### src/ccts_pkg.sv
// package: register map, field layout, encodings and timing of the charger control block
// assumes a 200 MHz clock and an analog front end that classifies each sense pin
package ccts_pkg;
  // ==========================================
  // clock and timing
  localparam int CLK_PERIOD_PS  = 5000;
  localparam int TICK_PERIOD_NS = 1000000;
  localparam int TICK_CYCLES    = (TICK_PERIOD_NS * 1000) / CLK_PERIOD_PS;

  // ==========================================
  // register byte addresses
  localparam logic [7:0] ADDR_STATUS  = 8'h00;
  localparam logic [7:0] ADDR_IRQ_ST  = 8'h04;
  localparam logic [7:0] ADDR_IRQ_CLR = 8'h08;
  localparam logic [7:0] ADDR_IRQ_EN  = 8'h0C;
  localparam logic [7:0] ADDR_CTRL    = 8'h10;
  localparam logic [7:0] ADDR_ILIM    = 8'h14;
  localparam logic [7:0] ADDR_FCC     = 8'h18;
  localparam logic [7:0] ADDR_TOPOFF  = 8'h1C;
  localparam logic [7:0] ADDR_VTERM   = 8'h20;
  localparam logic [7:0] ADDR_TIMER   = 8'h24;

  // ==========================================
  // fields and reset values
  localparam int IRQ_W          = 4;
  localparam int IRQ_SUSPEND    = 0;
  localparam int IRQ_RESUME     = 1;
  localparam int IRQ_CFG_FAULT  = 2;
  localparam int IRQ_NO_BATT    = 3;
  localparam int CTRL_PROFILE   = 0;
  localparam logic       CTRL_PROFILE_RST = 1'b1;
  localparam logic [3:0] IRQ_EN_RST       = 4'h0;
  localparam logic [1:0] RESP_OKAY        = 2'h0;
  localparam logic [1:0] RESP_SLVERR      = 2'h2;

  // built-in defaults when all sense pins sit on the logic rail
  localparam logic [6:0] ILIM_DEFAULT   = 7'h14;
  localparam logic [8:0] FCC_DEFAULT    = 9'h02D;
  localparam logic [2:0] TOPOFF_DEFAULT = 3'h0;
  localparam logic [7:0] VTERM_DEFAULT  = 8'h00;

  // number of valid resistor steps per sense pin
  localparam logic [3:0] INPUT_LIMIT_SELECT_PIN_STEPS  = 4'hA;
  localparam logic [3:0] TOPOFF_STEPS = 4'h8;
  localparam logic [3:0] FAST_CHARGE_SELECT_PIN_STEPS   = 4'hA;
  localparam logic [3:0] TERMINATION_VOLTAGE_SELECT_PIN_STEPS   = 4'hF;

  // ==========================================
  // types
  typedef enum logic [1:0] {
    PIN_RES  = 2'b00,
    PIN_RAIL = 2'b01,
    PIN_OPEN = 2'b10
  } ccts_pin_kind_t;

  typedef struct packed {
    ccts_pin_kind_t kind;
    logic [3:0]     idx;
  } ccts_pin_t;

  typedef enum logic [2:0] {
    ZONE_GND    = 3'b000,
    ZONE_COLD   = 3'b001,
    ZONE_COOL   = 3'b010,
    ZONE_NORMAL = 3'b011,
    ZONE_WARM   = 3'b100,
    ZONE_HOT    = 3'b101,
    ZONE_RAIL   = 3'b110
  } ccts_zone_t;

  typedef enum logic [1:0] {
    CFG_RES     = 2'b00,
    CFG_DEFAULT = 2'b01,
    CFG_FAULT   = 2'b10
  } ccts_cfg_t;

  typedef enum logic [3:0] {
    DTL_CHARGING = 4'h0,
    DTL_THERMAL  = 4'h1,
    DTL_NO_BATT  = 4'h2,
    DTL_NO_INPUT = 4'h3,
    DTL_CFG      = 4'h4
  } ccts_detail_t;
endpackage

### src/ccts_top.sv
// charger control: sense-pin configuration loader, thermistor suspend logic, axi4-lite registers
// assumes pin classes and thermistor zone come from an analog front end, synchronous to the clock
// How it works
// - stop charging while the thermistor zone is cold or hot
// - clear the charge timer when a thermal suspension begins
// - report suspension in detail code and ok flag, and raise the interrupt
// - back in range, resume charging and restart the charge timer
// - temperature-profile current reduction only while the profile enable bit is one
// - thermistor on the analog supply rail means no battery, so no charging
// - grounded thermistor: no monitoring or profile, battery assumed, auto charge
// - all four pins valid resistors: defaults come from decoded resistor values
// - all four pins on logic rail: built-in defaults, normal charging
// - any mixed pin set keeps system rail regulation but disables charging
// - abnormal pin set drives the status pin to show no charging
// - with input present, cap input current at the programmed limit
// - decode input limit pin: rail 500 mA, resistors 50 to 3000 mA
// - software may overwrite the input current limit field after power-up
// - fast charge current from its pin, nine bits, software may rewrite
//
// Added by the designer: the register addresses and register access over AXI4-Lite.
`timescale 1ns/1ps
module ccts_top #(
  parameter int TICK_DIV = ccts_pkg::TICK_CYCLES,
  parameter int TIMER_W  = 16
) (
  // clock and reset
  input  wire logic                     I_REF_CLK,
  input  wire logic                     I_RSTN,
  // analog front end
  input  wire ccts_pkg::ccts_pin_t      I_INPUT_LIMIT_SELECT_PIN,
  input  wire ccts_pkg::ccts_pin_t      I_TOPOFF_SELECT_PIN,
  input  wire ccts_pkg::ccts_pin_t      I_FAST_CHARGE_SELECT_PIN,
  input  wire ccts_pkg::ccts_pin_t      I_TERMINATION_VOLTAGE_SELECT_PIN,
  input  wire ccts_pkg::ccts_zone_t     I_THERMISTOR_INPUT,
  input  wire logic                     I_CHARGER_INPUT_VALID,
  // power stage control
  output logic                          O_SYSTEM_RAIL_REG_EN,
  output logic                          O_CHARGE_EN,
  output logic [6:0]                    O_INPUT_CURRENT_LIMIT,
  output logic [8:0]                    O_FAST_CHARGE_CURRENT,
  output logic                          O_PROFILE_ACTIVE,
  output logic                          O_CHARGE_STATUS_PIN,
  output logic [3:0]                    O_CHARGE_DETAIL_CODE,
  output logic                          O_CHARGE_OK_FLAG,
  output logic                          O_IRQ,
  // axi4-lite slave
  input  wire logic [7:0]               I_AWADDR,
  input  wire logic                     I_AWVALID,
  output logic                          O_AWREADY,
  input  wire logic [31:0]              I_WDATA,
  input  wire logic [3:0]               I_WSTRB,
  input  wire logic                     I_WVALID,
  output logic                          O_WREADY,
  output logic [1:0]                    O_BRESP,
  output logic                          O_BVALID,
  input  wire logic                     I_BREADY,
  input  wire logic [7:0]               I_ARADDR,
  input  wire logic                     I_ARVALID,
  output logic                          O_ARREADY,
  output logic [31:0]                   O_RDATA,
  output logic [1:0]                    O_RRESP,
  output logic                          O_RVALID,
  input  wire logic                     I_RREADY
);
  import ccts_pkg::*;

  initial begin
    if (TICK_DIV < 1 || TIMER_W < 1 || TIMER_W > 32) begin
      $error("ccts_top: unsupported TICK_DIV or TIMER_W");
    end
  end

  typedef enum logic [2:0] {
    ST_NO_INPUT = 3'b000,
    ST_CHARGE   = 3'b001,
    ST_SUSPEND  = 3'b010,
    ST_NO_BATT  = 3'b011,
    ST_CFG      = 3'b100
  } ccts_state_t;

  // ==========================================
  // decode helpers
  function automatic logic pin_valid(input ccts_pin_t p, input logic [3:0] steps);
    pin_valid = (p.kind == PIN_RES) && (p.idx < steps);
  endfunction

  // mA in 25 mA units
  function automatic logic [6:0] ilim_code(input logic [3:0] idx);
    case (idx)
      4'h0:    ilim_code = 7'h02;
      4'h1:    ilim_code = 7'h04;
      4'h2:    ilim_code = 7'h08;
      4'h3:    ilim_code = 7'h14;
      4'h4:    ilim_code = 7'h28;
      4'h5:    ilim_code = 7'h3C;
      4'h6:    ilim_code = 7'h50;
      4'h7:    ilim_code = 7'h64;
      default: ilim_code = 7'h78;
    endcase
  endfunction

  // mA in 10 mA units; same resistor steps as the input limit
  function automatic logic [8:0] fcc_code(input logic [3:0] idx);
    fcc_code = 9'({ilim_code(idx), 1'b0}) + 9'({2'b00, ilim_code(idx)} >> 1);
  endfunction

  function automatic logic in_range(input ccts_zone_t z);
    in_range = (z == ZONE_COOL) || (z == ZONE_NORMAL) || (z == ZONE_WARM);
  endfunction

  // ==========================================
  // power-up configuration check
  logic      load_pending;
  logic      load_pulse;
  ccts_cfg_t cfg;
  ccts_cfg_t next_cfg;
  logic      all_res;
  logic      all_rail;

  always_comb begin
    all_res  = pin_valid(I_INPUT_LIMIT_SELECT_PIN, INPUT_LIMIT_SELECT_PIN_STEPS)
             && pin_valid(I_TOPOFF_SELECT_PIN, TOPOFF_STEPS)
             && pin_valid(I_FAST_CHARGE_SELECT_PIN, FAST_CHARGE_SELECT_PIN_STEPS)
             && pin_valid(I_TERMINATION_VOLTAGE_SELECT_PIN, TERMINATION_VOLTAGE_SELECT_PIN_STEPS);
    all_rail = (I_INPUT_LIMIT_SELECT_PIN.kind == PIN_RAIL)
             && (I_TOPOFF_SELECT_PIN.kind == PIN_RAIL)
             && (I_FAST_CHARGE_SELECT_PIN.kind == PIN_RAIL)
             && (I_TERMINATION_VOLTAGE_SELECT_PIN.kind == PIN_RAIL);
    if (all_res) begin
      next_cfg = CFG_RES;
    end else if (all_rail) begin
      next_cfg = CFG_DEFAULT;
    end else begin
      next_cfg = CFG_FAULT;
    end
  end

  // pins are read in the first cycle after reset release, not under reset
  always_ff @(posedge I_REF_CLK) begin
    if (!I_RSTN) begin
      load_pending <= 1'b1;
    end else begin
      load_pending <= 1'b0;
    end
  end
  assign load_pulse = load_pending && I_RSTN;

  always_ff @(posedge I_REF_CLK) begin
    if (!I_RSTN) begin
      cfg <= CFG_FAULT;
    end else if (load_pulse) begin
      cfg <= next_cfg;
    end
  end

  // ==========================================
  // bus write decode
  logic        wr_fire;
  logic        rd_fire;
  logic [7:0]  wa;
  logic [31:0] wd;
  logic        wr_hit;

  assign O_AWREADY = I_AWVALID && I_WVALID && !O_BVALID;
  assign O_WREADY  = O_AWREADY;
  assign wr_fire   = O_AWREADY;
  assign wa        = I_AWADDR;
  assign wd        = I_WDATA;
  assign O_ARREADY = !O_RVALID;
  assign rd_fire   = I_ARVALID && !O_RVALID;

  always_comb begin
    case (wa)
      ADDR_IRQ_CLR, ADDR_IRQ_EN, ADDR_CTRL, ADDR_ILIM,
      ADDR_FCC, ADDR_TOPOFF, ADDR_VTERM: wr_hit = 1'b1;
      default:                           wr_hit = 1'b0;
    endcase
  end

  // ==========================================
  // setting fields: pin defaults at load, software afterwards
  logic [6:0] ilim;
  logic [8:0] fcc;
  logic [2:0] topoff;
  logic [7:0] vterm;
  logic       profile_en;
  logic [3:0] irq_en;

  always_ff @(posedge I_REF_CLK) begin
    if (!I_RSTN) begin
      ilim   <= ILIM_DEFAULT;
      fcc    <= FCC_DEFAULT;
      topoff <= TOPOFF_DEFAULT;
      vterm  <= VTERM_DEFAULT;
    end else if (load_pulse) begin
      if (next_cfg == CFG_RES) begin
        ilim   <= ilim_code(I_INPUT_LIMIT_SELECT_PIN.idx);
        fcc    <= fcc_code(I_FAST_CHARGE_SELECT_PIN.idx);
        topoff <= I_TOPOFF_SELECT_PIN.idx[2:0];
        vterm  <= 8'(I_TERMINATION_VOLTAGE_SELECT_PIN.idx) + 8'h01;
      end
    end else if (wr_fire) begin
      if (wa == ADDR_ILIM && I_WSTRB[0]) begin
        ilim <= wd[6:0];
      end
      if (wa == ADDR_FCC && I_WSTRB[0]) begin
        fcc[7:0] <= wd[7:0];
      end
      if (wa == ADDR_FCC && I_WSTRB[1]) begin
        fcc[8] <= wd[8];
      end
      if (wa == ADDR_TOPOFF && I_WSTRB[0]) begin
        topoff <= wd[2:0];
      end
      if (wa == ADDR_VTERM && I_WSTRB[0]) begin
        vterm <= wd[7:0];
      end
    end
  end

  always_ff @(posedge I_REF_CLK) begin
    if (!I_RSTN) begin
      profile_en <= CTRL_PROFILE_RST;
      irq_en     <= IRQ_EN_RST;
    end else if (wr_fire && I_WSTRB[0]) begin
      if (wa == ADDR_CTRL) begin
        profile_en <= wd[CTRL_PROFILE];
      end
      if (wa == ADDR_IRQ_EN) begin
        irq_en <= wd[IRQ_W-1:0];
      end
    end
  end

  // ==========================================
  // charge state machine
  ccts_state_t state;
  ccts_state_t next_state;
  logic        batt_present;
  logic        monitor_on;

  assign batt_present = (I_THERMISTOR_INPUT != ZONE_RAIL);
  assign monitor_on   = (I_THERMISTOR_INPUT != ZONE_GND);

  always_comb begin
    if (!I_CHARGER_INPUT_VALID) begin
      next_state = ST_NO_INPUT;
    end else if (cfg == CFG_FAULT) begin
      next_state = ST_CFG;
    end else if (!batt_present) begin
      next_state = ST_NO_BATT;
    end else if (monitor_on && !in_range(I_THERMISTOR_INPUT)) begin
      next_state = ST_SUSPEND;
    end else begin
      next_state = ST_CHARGE;
    end
  end

  always_ff @(posedge I_REF_CLK) begin
    if (!I_RSTN) begin
      state <= ST_NO_INPUT;
    end else if (!load_pulse) begin
      state <= next_state;
    end
  end

  // ==========================================
  // charge timer on a slow tick
  localparam int DIV_W = (TICK_DIV > 1) ? $clog2(TICK_DIV) : 1;
  logic [DIV_W-1:0]   div_cnt;
  logic               tick;
  logic [TIMER_W-1:0] timer;
  logic               enter_susp;
  logic               leave_susp;

  always_ff @(posedge I_REF_CLK) begin
    if (!I_RSTN) begin
      div_cnt <= '0;
    end else if (div_cnt == DIV_W'(TICK_DIV - 1)) begin
      div_cnt <= '0;
    end else begin
      div_cnt <= div_cnt + 1'b1;
    end
  end
  assign tick = (div_cnt == DIV_W'(TICK_DIV - 1));

  assign enter_susp = (next_state == ST_SUSPEND) && (state != ST_SUSPEND) && !load_pulse;
  assign leave_susp = (state == ST_SUSPEND) && (next_state == ST_CHARGE) && !load_pulse;

  // saturates rather than wraps so a stuck charge never looks freshly started
  always_ff @(posedge I_REF_CLK) begin
    if (!I_RSTN) begin
      timer <= '0;
    end else if (enter_susp || leave_susp) begin
      timer <= '0;
    end else if (state == ST_CHARGE && tick && timer != '1) begin
      timer <= timer + 1'b1;
    end
  end

  // ==========================================
  // interrupt status, set wins over clear
  logic [3:0] irq_st;
  logic [3:0] irq_set;
  logic [3:0] irq_clr;

  always_comb begin
    irq_set = '0;
    irq_set[IRQ_SUSPEND]   = enter_susp;
    irq_set[IRQ_RESUME]    = leave_susp;
    irq_set[IRQ_CFG_FAULT] = load_pulse && (next_cfg == CFG_FAULT);
    irq_set[IRQ_NO_BATT]   = (next_state == ST_NO_BATT) && (state != ST_NO_BATT) && !load_pulse;
    irq_clr = (wr_fire && wa == ADDR_IRQ_CLR && I_WSTRB[0]) ? wd[IRQ_W-1:0] : '0;
  end

  always_ff @(posedge I_REF_CLK) begin
    if (!I_RSTN) begin
      irq_st <= '0;
    end else begin
      irq_st <= (irq_st & ~irq_clr) | irq_set;
    end
  end

  // ==========================================
  // power stage outputs, registered
  logic cool_warm;
  assign cool_warm = (I_THERMISTOR_INPUT == ZONE_COOL) || (I_THERMISTOR_INPUT == ZONE_WARM);

  always_ff @(posedge I_REF_CLK) begin
    if (!I_RSTN) begin
      O_SYSTEM_RAIL_REG_EN  <= 1'b0;
      O_CHARGE_EN           <= 1'b0;
      O_INPUT_CURRENT_LIMIT <= '0;
      O_FAST_CHARGE_CURRENT <= '0;
      O_PROFILE_ACTIVE      <= 1'b0;
      O_CHARGE_STATUS_PIN   <= 1'b0;
      O_CHARGE_DETAIL_CODE  <= DTL_NO_INPUT;
      O_CHARGE_OK_FLAG      <= 1'b0;
      O_IRQ                 <= 1'b0;
    end else begin
      O_SYSTEM_RAIL_REG_EN  <= I_CHARGER_INPUT_VALID;
      O_CHARGE_EN           <= (state == ST_CHARGE);
      O_INPUT_CURRENT_LIMIT <= I_CHARGER_INPUT_VALID ? ilim : 7'h00;
      // profile halves charge current in the cool and warm zones
      O_PROFILE_ACTIVE      <= profile_en && monitor_on && (state == ST_CHARGE);
      O_FAST_CHARGE_CURRENT <= (profile_en && monitor_on && cool_warm) ? (fcc >> 1) : fcc;
      O_CHARGE_STATUS_PIN   <= (state == ST_CHARGE);
      O_CHARGE_OK_FLAG      <= (state == ST_CHARGE);
      O_IRQ                 <= |(irq_st & irq_en);
      case (state)
        ST_CHARGE:  O_CHARGE_DETAIL_CODE <= DTL_CHARGING;
        ST_SUSPEND: O_CHARGE_DETAIL_CODE <= DTL_THERMAL;
        ST_NO_BATT: O_CHARGE_DETAIL_CODE <= DTL_NO_BATT;
        ST_CFG:     O_CHARGE_DETAIL_CODE <= DTL_CFG;
        default:    O_CHARGE_DETAIL_CODE <= DTL_NO_INPUT;
      endcase
    end
  end

  // ==========================================
  // bus responses
  logic [31:0] rd_mux;
  logic        rd_hit;

  always_comb begin
    rd_mux = '0;
    rd_hit = 1'b1;
    case (I_ARADDR)
      ADDR_STATUS:  rd_mux = {22'h000000, cfg, I_THERMISTOR_INPUT,
                              O_CHARGE_OK_FLAG, O_CHARGE_DETAIL_CODE};
      ADDR_IRQ_ST:  rd_mux = {28'h0000000, irq_st};
      ADDR_IRQ_CLR: rd_mux = '0;
      ADDR_IRQ_EN:  rd_mux = {28'h0000000, irq_en};
      ADDR_CTRL:    rd_mux = {31'h00000000, profile_en};
      ADDR_ILIM:    rd_mux = {25'h0000000, ilim};
      ADDR_FCC:     rd_mux = {23'h000000, fcc};
      ADDR_TOPOFF:  rd_mux = {29'h00000000, topoff};
      ADDR_VTERM:   rd_mux = {24'h000000, vterm};
      ADDR_TIMER:   rd_mux = 32'(timer);
      default:      rd_hit = 1'b0;
    endcase
  end

  always_ff @(posedge I_REF_CLK) begin
    if (!I_RSTN) begin
      O_BVALID <= 1'b0;
      O_BRESP  <= RESP_OKAY;
    end else if (wr_fire) begin
      O_BVALID <= 1'b1;
      O_BRESP  <= wr_hit ? RESP_OKAY : RESP_SLVERR;
    end else if (I_BREADY) begin
      O_BVALID <= 1'b0;
    end
  end

  always_ff @(posedge I_REF_CLK) begin
    if (!I_RSTN) begin
      O_RVALID <= 1'b0;
      O_RDATA  <= '0;
      O_RRESP  <= RESP_OKAY;
    end else if (rd_fire) begin
      O_RVALID <= 1'b1;
      O_RDATA  <= rd_mux;
      O_RRESP  <= rd_hit ? RESP_OKAY : RESP_SLVERR;
    end else if (I_RREADY) begin
      O_RVALID <= 1'b0;
    end
  end
endmodule

### config.mk
export PLATFORM = sky130hd
export DESIGN_NAME = ccts_top
export DESIGN_NICKNAME = d
export VERILOG_FILES = /design/src/ccts_pkg.sv /design/src/ccts_top.sv
export SDC_FILE = /design/constraint.sdc
export NUM_CORES = 1
export LEC_CHECK = 0
export BUFFER_PORTS_ARGS = -buffer_cell sky130_fd_sc_hd__buf_2
export CORE_MARGIN = 4
export CORE_UTILIZATION = 39
export CTS_BUF_LIST = sky130_fd_sc_hd__clkbuf_8
export CTS_CLUSTER_DIAMETER = 50
export CTS_CLUSTER_SIZE = 24
export DETAILED_ROUTE_END_ITERATION = 8
export PLACE_DENSITY_LB_ADDON = 0.3
export SLEW_MARGIN = 20
export SYNTH_ARGS = -nofsm -noshare
export SYNTH_HDL_FRONTEND = slang
export SYNTH_SLANG_ARGS = --single-unit
### constraint.sdc
create_clock -name I_REF_CLK -period 6.5 [get_ports I_REF_CLK]
set_input_delay 0.65 -clock I_REF_CLK [delete_from_list [all_inputs] [get_ports I_REF_CLK]]
set_output_delay 0.65 -clock I_REF_CLK [all_outputs]
set_load 0.02 [all_outputs]
==> out/results.txt <==
run status: complete, no violations
FP Rows: 46
first-pass GRT wire length: 27.4 mm
Fmax: 406 MHz
reg2reg start: load_pending$_DFF_P_
pin count of the biggest net entering global routing: 47
H-tree depth: 4
core region area: 15800 um^2
CP dominant cell by count: inv_1
crit end category: flop
Async SR Flop Fraction: 0%
post-CTS resize count: 0
Clock Path Buffers: 2
CTS tree: built
Rel. slew slack: 44.8%
Setup Fix Bufs, Post-CTS: 0
path type of the worst setup path: primary input to flop
ANT nets after route: 0
Hold EP: O_RVALID$_SDFFE_PN0P_
Vert. Die Dim: 135 um
Worst Hold Path Cells: 2
Clock Skews: 15.7 ps
DRC: 0
GP Congestion: 0.878
syn avg cell area: 8.46 um^2
clock latency on the worst-skew pair: 460 ps
Yosys top cell by area: dfxtp_1
VDD IR max: 0.119 mV
final setup violation count: 0
R2R depth: 6
reg2reg setup slack: 4360 ps
proportion of layout cells with a drive suffix above 1: 20.1%
vias per inst: 5.45
Post-synth top flop: dfxtp_1
Worst Path Arrival: 2840 ps
Synth top area share: 38.0%
Final Cycle Share: 37.9%
Syn Std Cell Area: 6270 um^2
min-delay src: I_RREADY
Req. time, crit path: 6870 ps
Non-Filler Instances: 1068
reg2reg end: fcc[2]$_SDFFE_PN1P_
Clock Sinks: 119
Yosys warnings: 0
fin crit period: 2460 ps
WL/cell: 16.4 um
worst-path cell chain: buf_2 > inv_1 > ha_1 > inv_1 > a21oi_1 > inv_1 > ha_1 > nor3_1 > a211o_1 > a31o_2 > or3_1 > a41oi_1
1st-pass router iterations: 5
GRT overflow: 0
Synth top cells by count: dfxtp_1, nand2_1, nor2_1
die width: 135 um
crit-path max FO: 7
Area Growth Syn to Fin: 16.6%
NumNets Final: 940
final HPWL from detailed placement: 13.2 mm
Max Cap Viol: 0
power density over the cells: 223 nW/um^2
Final Hold Fails: 0
GRT Total Usage: 19.1%
vias in the first global route: 5151
Seq/Total Area, Yosys: 38.0%
count of input and output buffers: 109
final slew viol count: 0
Inserted Clock Buffers: 17
Synth Instances: 741
most common cell in the synthesized netlist: dfxtp_1
final core occ: 46.2%
CP startpoint: I_FAST_CHARGE_SELECT_PIN[0]
Area contributors post-synth: dfxtp_1, a21oi_1, nand2_1
Startpoint Class: primary input
DP Worst Slack: 3560 ps
Initial Util: 39.6%
register bit total from synthesis: 119
RSZ-0062 raised after global routing: no
Iter 0 DRT Violations: 620
initial antenna violation count: 0
final setup margin: 4040 ps
CP peak stage delay: 380 ps
Hold WC Path Type: primary input to flop
Worst-Margin Slew: 826 ps
EDFF count, synth: 0
Worst path slowest cell: ha_1
clock transition at the registers of the reported paths: 70 ps
Yosys cell types: 75
# diodes: 0
num ports: 154
placed cell area: 6890 um^2
Post-CTS Hold Buffers: 0
# placed instances: 1036
leakage power: 2.91 nW
Setup TNS: 0 ps
design area: 7310 um^2
fill cell count: 1584
Vias: 5823
DIE AREA: 18200 um^2
clk root buf: clkbuf_8
Post-Route WL: 17.5 mm
==> cell type report <==
cell class	instances	area [um^2]	area share, %
inverter	23	86.3	1.18
clock inverter	15	179	2.45
sequential	119	2380	32.6
multi-input combinational	563	3570	48.8
clock buffer	17	234	3.20
tap	216	270	3.70
timing repair buffer	115	591	8.08
==> logic make-up after synthesis <==
| group | count (synthesis) | synth area share (%) |
|---|---|---|
| and+or+nand+nor | 299 | 24.8 |
| AOI/OAI and AO/OA | 176 | 19.7 |
| DFF | 119 | 38.0 |
| buffers and inverters | 77 | 6.23 |
| muxes | 30 | 4.91 |
| xor gates and xnor gates | 25 | 3.49 |
| adders and majority gates | 14 | 2.79 |
| other | 1 | 0.0598 |
==> critical path: cells and delay by family <==
kind	cells	cell delay (ps)
buffers and inverters	4	410
adders and majority gates	2	530
and+or+nand+nor	2	370
AOI/OAI and AO/OA	4	890
==> how the worst max path moves through the flow <==
stage	slack (ps)	cells after the start	endpoint
3_5_place_dp	3560	12	fcc[6]$_SDFFE_PN0P_
3_3_place_gp	3570	12	fcc[6]$_SDFFE_PN0P_
6_report	4040	12	fcc[6]$_SDFFE_PN0P_
5_1_grt	3890	12	fcc[6]$_SDFFE_PN0P_
4_1_cts	4050	12	fcc[6]$_SDFFE_PN0P_
2_1_floorplan	3750	11	fcc[6]$_SDFFE_PN0P_
==> flip-flops by register name, summed over array words and instances (netlist names), 2 cells and up <==
register               count
vterm                      8
timer                     16
topoff                     3
O_INPUT_CURRENT_LIMIT      7
irq_en                     4
O_RDATA                   16
O_FAST_CHARGE_CURRENT      9
div_cnt                   18
cfg                        2
ilim                       7
irq_st                     4
state                      3
fcc                        9
O_CHARGE_DETAIL_CODE       3
==> report_power, final <==
part | leakage, nW | internal, W | switching, W
registers | 0.966 | 0.000743 | 0.00000986
clock network | 0.210 | 0.000380 | 0.000321
logic | 1.74 | 0.0000600 | 0.000115
==> placed cells by master (no fill, tap or decap), types with 8 or more instances in the layout <==
master / n
mux2i_1: 24
inv_1: 23
a21oi_1: 57
clkbuf_8: 17
nand2_1: 75
conb_1: 19
nand3_1: 32
and3_1: 19
o21ai_0: 18
dfxtp_1: 119
nand4_1: 15
o31ai_1: 8
buf_2: 109
ha_1: 14
nor3_1: 16
xor2_1: 14
xnor2_1: 11
nor2_1: 67
nor2b_1: 10
nor3b_1: 8
==> layer usage <==
metal / global-route usage (%) / vias up / wire length (um)
met5: 0 / - / 0
met4: 7.35 / 0 / 344
met3: 4.55 / 28 / 1410
met2: 28.1 / 220 / 7480
met1: 27.2 / 2686 / 8230
li1: - / 2889 / -
==> stage by stage <==
step / power (W) / hold slack (ps)
6_report: 0.00163 / 372
5_1_grt: 0.00169 / 349
4_1_cts: 0.00164 / 340
3_5_place_dp: 0.000942 / 437
3_3_place_gp: 0.000941 / 435
2_1_floorplan: 0.000886 / 430
(Power assumes the default switching activity.)
